## src/design/ppcm_pkg.sv

```systemverilog
// Constants and types for the parallel-port control pin mux.
// Assumes one clock domain and a core that supplies strobe requests.
`default_nettype none
package ppcm_pkg;
   localparam int          PPCM_NUM_PINS   = 3;
   localparam int          PPCM_PIN_ZERO   = 0;
   localparam int          PPCM_PIN_ONE    = 1;
   localparam int          PPCM_PIN_TWO    = 2;
   localparam logic [2:0]  PPCM_OE_RST     = 3'h0;
   localparam logic [2:0]  PPCM_OUT_RST    = 3'h0;
   localparam logic [2:0]  PPCM_DIR_RST    = 3'h0;
   localparam logic [2:0]  PPCM_GIN_RST    = 3'h0;
   localparam logic [2:0]  PPCM_ALL_DRIVE  = 3'h7;
   localparam logic        PPCM_STROBE_OFF = 1'h1;
   localparam logic        PPCM_REL_RST    = 1'h0;

   // Pin function chosen by the strap
   typedef enum logic {
      PPCM_MODE_GPIO,
      PPCM_MODE_EMIF
   } ppcm_mode_t;

   // Memory type of the access in progress
   typedef enum logic [1:0] {
      PPCM_MEM_ASYNC,
      PPCM_MEM_SYNC,
      PPCM_MEM_SDRAM,
      PPCM_MEM_NONE
   } ppcm_mem_t;
endpackage
`default_nettype wire

```

## src/design/ppcm_pin_mux.sv

```systemverilog
// Function select and drive of the three parallel-port control pins.
// Assumes pad cells resolve out/oe pairs; core requests are active high.
`timescale 1ns/1ps
`default_nettype none
// Contract
// RULE1 - Strap low in reset selects GPIO lines; strap high selects strobes.
// RULE2 - Choice latched at reset release; later strap levels are ignored.
// RULE3 - In GPIO function all three lines are inputs after reset.
// RULE4 - Memory strobes float during reset, then drive high as outputs.
// RULE5 - Pin zero: async read, sync address, column strobe or sync read.
// RULE6 - Pin one: async or sync output enable, or row-address strobe.
// RULE7 - Pin two: async, sync or SDRAM write enable.
// RULE8 - Strobes are active low and sit at one when no access runs.
module ppcm_pin_mux
   import ppcm_pkg::*;
(
   // Clock and reset
   input  wire logic       i_ref_clk,
   input  wire logic       i_rst_b,
   // Strap
   input  wire logic       i_function_strap_pin,
   // Pad side
   input  wire logic       i_ctrl_pin_zero_in,
   input  wire logic       i_ctrl_pin_one_in,
   input  wire logic       i_ctrl_pin_two_in,
   output logic            o_ctrl_pin_zero_out,
   output logic            o_ctrl_pin_zero_oe,
   output logic            o_ctrl_pin_one_out,
   output logic            o_ctrl_pin_one_oe,
   output logic            o_ctrl_pin_two_out,
   output logic            o_ctrl_pin_two_oe,
   // General-purpose side
   input  wire logic [2:0] i_parallel_general_io_out,
   input  wire logic       i_parallel_general_io_dir_we,
   input  wire logic [2:0] i_parallel_general_io_dir,
   output logic [2:0]      o_parallel_general_io_in,
   output logic [2:0]      o_parallel_general_io_dir,
   // Memory interface side
   input  wire logic       i_access_active,
   input  wire ppcm_mem_t  i_mem_type,
   input  wire logic       i_read_enable_select,
   input  wire logic       i_rd_req,
   input  wire logic       i_addr_req,
   input  wire logic       i_oe_req,
   input  wire logic       i_wr_req,
   input  wire logic       i_cas_req,
   input  wire logic       i_ras_req,
   input  wire logic       i_sdwe_req,
   // Status
   output logic            o_emif_mode
);
   // Role request for one pin under the given memory type
   function automatic logic ppcm_role_req(
      input int        pin,
      input ppcm_mem_t mt,
      input logic      rsel,
      input logic      rd,
      input logic      adr,
      input logic      oe,
      input logic      wr,
      input logic      cas,
      input logic      ras,
      input logic      sdwe
   );
      logic r;
      r = 1'b0;
      case (pin)
         PPCM_PIN_ZERO: begin
            case (mt)
               PPCM_MEM_ASYNC: r = rd;
               PPCM_MEM_SYNC:  r = rsel ? rd : adr;
               PPCM_MEM_SDRAM: r = cas;
               default:        r = 1'b0;
            endcase
         end
         PPCM_PIN_ONE: begin
            case (mt)
               PPCM_MEM_ASYNC: r = oe;
               PPCM_MEM_SYNC:  r = oe;
               PPCM_MEM_SDRAM: r = ras;
               default:        r = 1'b0;
            endcase
         end
         PPCM_PIN_TWO: begin
            case (mt)
               PPCM_MEM_ASYNC: r = wr;
               PPCM_MEM_SYNC:  r = wr;
               PPCM_MEM_SDRAM: r = sdwe;
               default:        r = 1'b0;
            endcase
         end
         default: r = 1'b0;
      endcase
      return r;
   endfunction

   ppcm_mode_t mode_w;
   logic       rel_w;
   logic [2:0] oe_q;
   logic [2:0] oe_d;
   logic [2:0] out_q;
   logic [2:0] out_d;
   logic [2:0] dir_q;
   logic [2:0] dir_d;
   logic [2:0] gin_q;
   logic [2:0] pad_in_w;
   logic [2:0] req_w;
   logic       emif_live_w;
   logic       gpio_live_w;
   logic       emif_q;

   ppcm_strap_latch u_strap (
      .i_ref_clk            (i_ref_clk),
      .i_rst_b              (i_rst_b),
      .i_function_strap_pin (i_function_strap_pin),
      .o_mode               (mode_w),
      .o_released           (rel_w)
   );

   assign emif_live_w = (mode_w == PPCM_MODE_EMIF) && rel_w; // RULE1
   assign gpio_live_w = (mode_w == PPCM_MODE_GPIO) && rel_w; // RULE1
   assign pad_in_w    = {i_ctrl_pin_two_in, i_ctrl_pin_one_in,
                         i_ctrl_pin_zero_in};

   // Strobe requests, only while an access is in progress
   assign req_w[PPCM_PIN_ZERO] = i_access_active &&
      ppcm_role_req(PPCM_PIN_ZERO, i_mem_type, i_read_enable_select,
                    i_rd_req, i_addr_req, i_oe_req, i_wr_req,
                    i_cas_req, i_ras_req, i_sdwe_req); // RULE5 RULE8
   assign req_w[PPCM_PIN_ONE] = i_access_active &&
      ppcm_role_req(PPCM_PIN_ONE, i_mem_type, i_read_enable_select,
                    i_rd_req, i_addr_req, i_oe_req, i_wr_req,
                    i_cas_req, i_ras_req, i_sdwe_req); // RULE6 RULE8
   assign req_w[PPCM_PIN_TWO] = i_access_active &&
      ppcm_role_req(PPCM_PIN_TWO, i_mem_type, i_read_enable_select,
                    i_rd_req, i_addr_req, i_oe_req, i_wr_req,
                    i_cas_req, i_ras_req, i_sdwe_req); // RULE7 RULE8

   // Float until released; memory mode always drives, GPIO follows direction
   assign oe_d  = emif_live_w ? PPCM_ALL_DRIVE :
                  gpio_live_w ? dir_q : PPCM_OE_RST; // RULE3 RULE4
   assign out_d = emif_live_w ? ~req_w :
                  gpio_live_w ? i_parallel_general_io_out :
                  PPCM_OUT_RST; // RULE4 RULE8
   assign dir_d = (gpio_live_w && i_parallel_general_io_dir_we) ?
                  i_parallel_general_io_dir : dir_q;

   always_ff @(posedge i_ref_clk or negedge i_rst_b) begin
      if (!i_rst_b) begin
         oe_q   <= PPCM_OE_RST; // RULE4
         out_q  <= PPCM_OUT_RST;
         dir_q  <= PPCM_DIR_RST; // RULE3
         gin_q  <= PPCM_GIN_RST;
         emif_q <= 1'b0;
      end else begin
         oe_q   <= oe_d;
         out_q  <= out_d;
         dir_q  <= dir_d;
         gin_q  <= pad_in_w;
         emif_q <= emif_live_w;
      end
   end

   assign o_ctrl_pin_zero_out       = out_q[PPCM_PIN_ZERO];
   assign o_ctrl_pin_zero_oe        = oe_q[PPCM_PIN_ZERO];
   assign o_ctrl_pin_one_out        = out_q[PPCM_PIN_ONE];
   assign o_ctrl_pin_one_oe         = oe_q[PPCM_PIN_ONE];
   assign o_ctrl_pin_two_out        = out_q[PPCM_PIN_TWO];
   assign o_ctrl_pin_two_oe         = oe_q[PPCM_PIN_TWO];
   assign o_parallel_general_io_in  = gin_q;
   assign o_parallel_general_io_dir = dir_q;
   assign o_emif_mode               = emif_q;
endmodule
`default_nettype wire

```

## src/design/ppcm_strap_latch.sv

```systemverilog
// Strap capture: follows the strap while reset is low, freezes at release.
// Assumes the clock runs during reset so the strap is sampled.
`timescale 1ns/1ps
`default_nettype none
module ppcm_strap_latch
   import ppcm_pkg::*;
(
   // Clock and reset
   input  wire logic       i_ref_clk,
   input  wire logic       i_rst_b,
   // Strap
   input  wire logic       i_function_strap_pin,
   // Latched choice
   output var  ppcm_mode_t o_mode,
   output logic            o_released
);
   ppcm_mode_t mode_q;
   logic       rel_q;

   assign o_mode     = mode_q;
   assign o_released = rel_q;

   // Sampled only while reset is low, so the last value before release stays
   always_ff @(posedge i_ref_clk) begin
      if (!i_rst_b) begin
         mode_q <= i_function_strap_pin ? PPCM_MODE_EMIF :
                                          PPCM_MODE_GPIO; // RULE1 RULE2
      end
   end

   always_ff @(posedge i_ref_clk or negedge i_rst_b) begin
      if (!i_rst_b) begin
         rel_q <= PPCM_REL_RST;
      end else begin
         rel_q <= 1'b1;
      end
   end
endmodule
`default_nettype wire

```

## config.mk

```make
export PLATFORM = sky130hd
export DESIGN_NAME = ppcm_pin_mux
export DESIGN_NICKNAME = d
export VERILOG_FILES = /design/src/design/ppcm_pkg.sv /design/src/design/ppcm_pin_mux.sv /design/src/design/ppcm_strap_latch.sv
export SDC_FILE = /design/constraint.sdc
export NUM_CORES = 1
export LEC_CHECK = 0
export ABC_CLOCK_PERIOD_IN_PS = 1400
export BUFFER_PORTS_ARGS = -buffer_cell sky130_fd_sc_hd__clkbuf_2
export CORE_UTILIZATION = 40
export DETAILED_ROUTE_END_ITERATION = 6
export PLACE_DENSITY_LB_ADDON = 0.2
export SKIP_CTS_REPAIR_TIMING = 1
export SYNTH_ARGS = -nofsm -noshare
export SYNTH_HDL_FRONTEND = slang
export SYNTH_SLANG_ARGS = --single-unit
export TNS_END_PERCENT = 1
```

## constraint.sdc

```tcl
create_clock -name i_ref_clk -period 1.4 [get_ports i_ref_clk]
set_clock_uncertainty 0.1 [all_clocks]
set_input_delay 0 -clock i_ref_clk [delete_from_list [all_inputs] [get_ports i_ref_clk]]
set_output_delay 0 -clock i_ref_clk [all_outputs]
set_load 0.05 [all_outputs]
```

==> results.cfg <==
[timing]
tns_ns = 0
holdWs_ns = -0.0179
hold_violations = 2
slew_viol_final = 0
fmax_mhz = 783
finalSetupViolCount = 0
fin_crit_sh_pct = 91.2
rsz0062_at_grt = no
fin_crit_ns = 1.28

[run_status]
outcome = finished, violations left
violations = hold timing

[grt]
track_usage_pct = 16.5
grt-ovfl-total = 0
grt_pass1_vias = 382
grt_max_degree = 15
antenna_found_initial = 0
grt_pass1_wl_um = 1620

[clocking]
clk_pin_slew_ns = 0.08
cts.path.max_buffers = 2
cts_tree = done
worstSkewPairLatency_ns = 0.28
numCtsBuffers = 3
cts.htree.levels = 1
cts.sinks = 15
clockRootBuffer = clkbuf_4

[drt]
wire_per_inst_um = 12.0
wl_um = 1390
vias = 532
drc = 0
dr.first_iter.drc_count = 7
drtPass1Iterations = 4
vias_per_cell = 4.59
ant_nets = 0

[floorplan]
start_util_pct = 44.3
rows = 13
dieArea_um2 = 1650
core_area_um2 = 1350
io_pins = 37
die_h_um = 40.7
die_x_um = 40.7

[setup_path]
reg2regPathDepth = 2
crit_buf_inv = 0
worstPathMaxFanout = 10
worstPathRequired_ns = 1.48
r2r_end = o_parallel_general_io_dir[1]$_DFFE_PN0P_
crit_family = flip-flops
cp_slowest_cell = edfxtp_1
crit_path_max_incr_delay_ns = 0.52
reg2reg_setup_slack_ns = 0.12
endpoint_kind = flip-flop
path_class = reg2reg
arrival_ns = 1.35
worstReg2RegStart = u_strap.o_mode$_DFFE_PN_
critPathLaunchType = flip-flop
cp_cell_sequence = nand3b_4 > mux2_4

[place]
dp_hpwl_um = 851
globalplace.congestion = 0.781
io_buffers = 36
dpl.cell_count = 96

[yosys]
synth_top_family_by_area = compound AO/OA/AOI/OAI gates
synth_top_cell_by_area = dfrtp_1
synthAdderAreaFrac_pct = 0
synth-compound-area-share_pct = 11.9
synthCells = 45
avgSynthCellArea_um2 = 13.3
synth-xor-area-share_pct = 0
synth_seq_cells = 15
synth_area_leaders = dfrtp_1 59%, mux2_4 7.5%, edfxtp_1 5.0%, nand3b_1 3.8%, o21a_1 3.8%
seq_area_frac_synth_pct = 63.6
synth-simple-area-share_pct = 11.5
synth_area_um2 = 598
synth.distinct_cells = 18
syn_nets = 69
synth_top_area_share_pct = 58.6
ys_warn_count = 0
synthMuxAreaShare_pct = 9.21

[cells_and_area]
drive_gt1_share_pct = 43.6
mostFrequentLayoutCells = 36 x clkbuf_2, 16 x dlygate4sd3_1, 14 x dfrtp_1, 4 x o21ai_0
nNetsFinal = 126
area_growth_pct = 64.4
fin_cells = 116
mostFrequentLayoutCell = clkbuf_2
antennaDiodeCount = 0

[worst_hold_path]
hp-start = i_wr_req
hp-class = in2reg
holdPathEnd = out_q[2]$_DFF_PN0_
hold_path_depth = 4

[power]
powerDensity_nw_per_um2 = 1120
peakVddDrop_v = 0.000517
leakagePower_nw = 0.520

[job]
maxCapViolCount = 0
## state kept, by name, indices dropped and copies added (netlist names)
register and count:
u_strap.o_mode 1, o_parallel_general_io_in 3, u_strap.o_released 1, o_emif_mode 1
out_q 3, o_parallel_general_io_dir 3, oe_q 3
## per-stage QoR
stage	power [mW]	cell area, µm²	setup slack, ns	utilization, %
6_report	1.10	983	0.124	72.8
5_1_grt	1.15	983	0.0769	72.8
4_1_cts	1.07	823	0.117	61.0
3_5_place_dp	0.824	797	0.137	59.0
3_3_place_gp	0.823	797	0.157	59.0
2_1_floorplan	0.729	598	0.212	-
## worst reg2reg max path, stage by stage (launching register included)
cell and delay, ns:
edfxtp_1 0.52, nand3b_4 0.24, mux2_4 0.31
## final cells by class
cell class	instances	area, µm²
flip-flops and latches	15	380
fillers	100	367
repair buffers	53	348
multi-input cells	26	199
clock buffers	4	26.3
well taps	15	18.8
inverters	3	11.3
## kinds of logic after synthesis
kind of cell | after synthesis
multiplexers | 4
flip-flops | 15
AO/OA/AOI/OAI | 12
other | 1
buffers and inverters | 4
AND/OR/NAND/NOR | 9
## Yosys cell counts
| master | instances |
|---|---|
| o21a_1 | 3 |
| o21ai_0 | 4 |
| nand3b_4 | 1 |
| o22ai_1 | 1 |
| o21ai_1 | 1 |
| and2_1 | 1 |
| nand2_1 | 2 |
| dfrtp_1 | 14 |
| buf_4 | 1 |
| nand3b_1 | 3 |
| nand2b_1 | 2 |
| mux2_4 | 3 |
| edfxtp_1 | 1 |
| inv_1 | 3 |
| mux2i_1 | 1 |
| a31oi_1 | 2 |
| a21oi_1 | 1 |
| conb_1 | 1 |
## power by group
group | switching, mW | internal, mW
clock network | 0.135 | 0.111
registers | 0.0296 | 0.482
logic | 0.214 | 0.126
total | 0.379 | 0.719
## how the worst max path moves through the flow
stage,cells after the start,slack (ns),end,from
after CTS,2,0.12,o_parallel_general_io_dir[1]$_DFFE_PN0P_,u_strap.o_mode$_DFFE_PN_
final,2,0.12,o_parallel_general_io_dir[1]$_DFFE_PN0P_,u_strap.o_mode$_DFFE_PN_
after global routing,2,0.08,o_parallel_general_io_dir[1]$_DFFE_PN0P_,u_strap.o_mode$_DFFE_PN_
after detailed placement,2,0.14,o_parallel_general_io_dir[1]$_DFFE_PN0P_,u_strap.o_mode$_DFFE_PN_
after floorplan,3,0.21,o_parallel_general_io_dir[0]$_DFFE_PN0P_,u_strap.o_mode$_DFFE_PN_
after global placement,2,0.16,o_parallel_general_io_dir[0]$_DFFE_PN0P_,u_strap.o_mode$_DFFE_PN_
## layer usage
metal | part of all wire [%] | up-vias | track usage (%)
met3 | 5.1 | 4 | 3.26
li1 | - | 267 | -
met2 | 50 | 29 | 23.0
met5 | 0 | - | 0
met1 | 42 | 232 | 20.1
met4 | 3.0 | 0 | 17.5
Power figures use the tool's default switching activity.
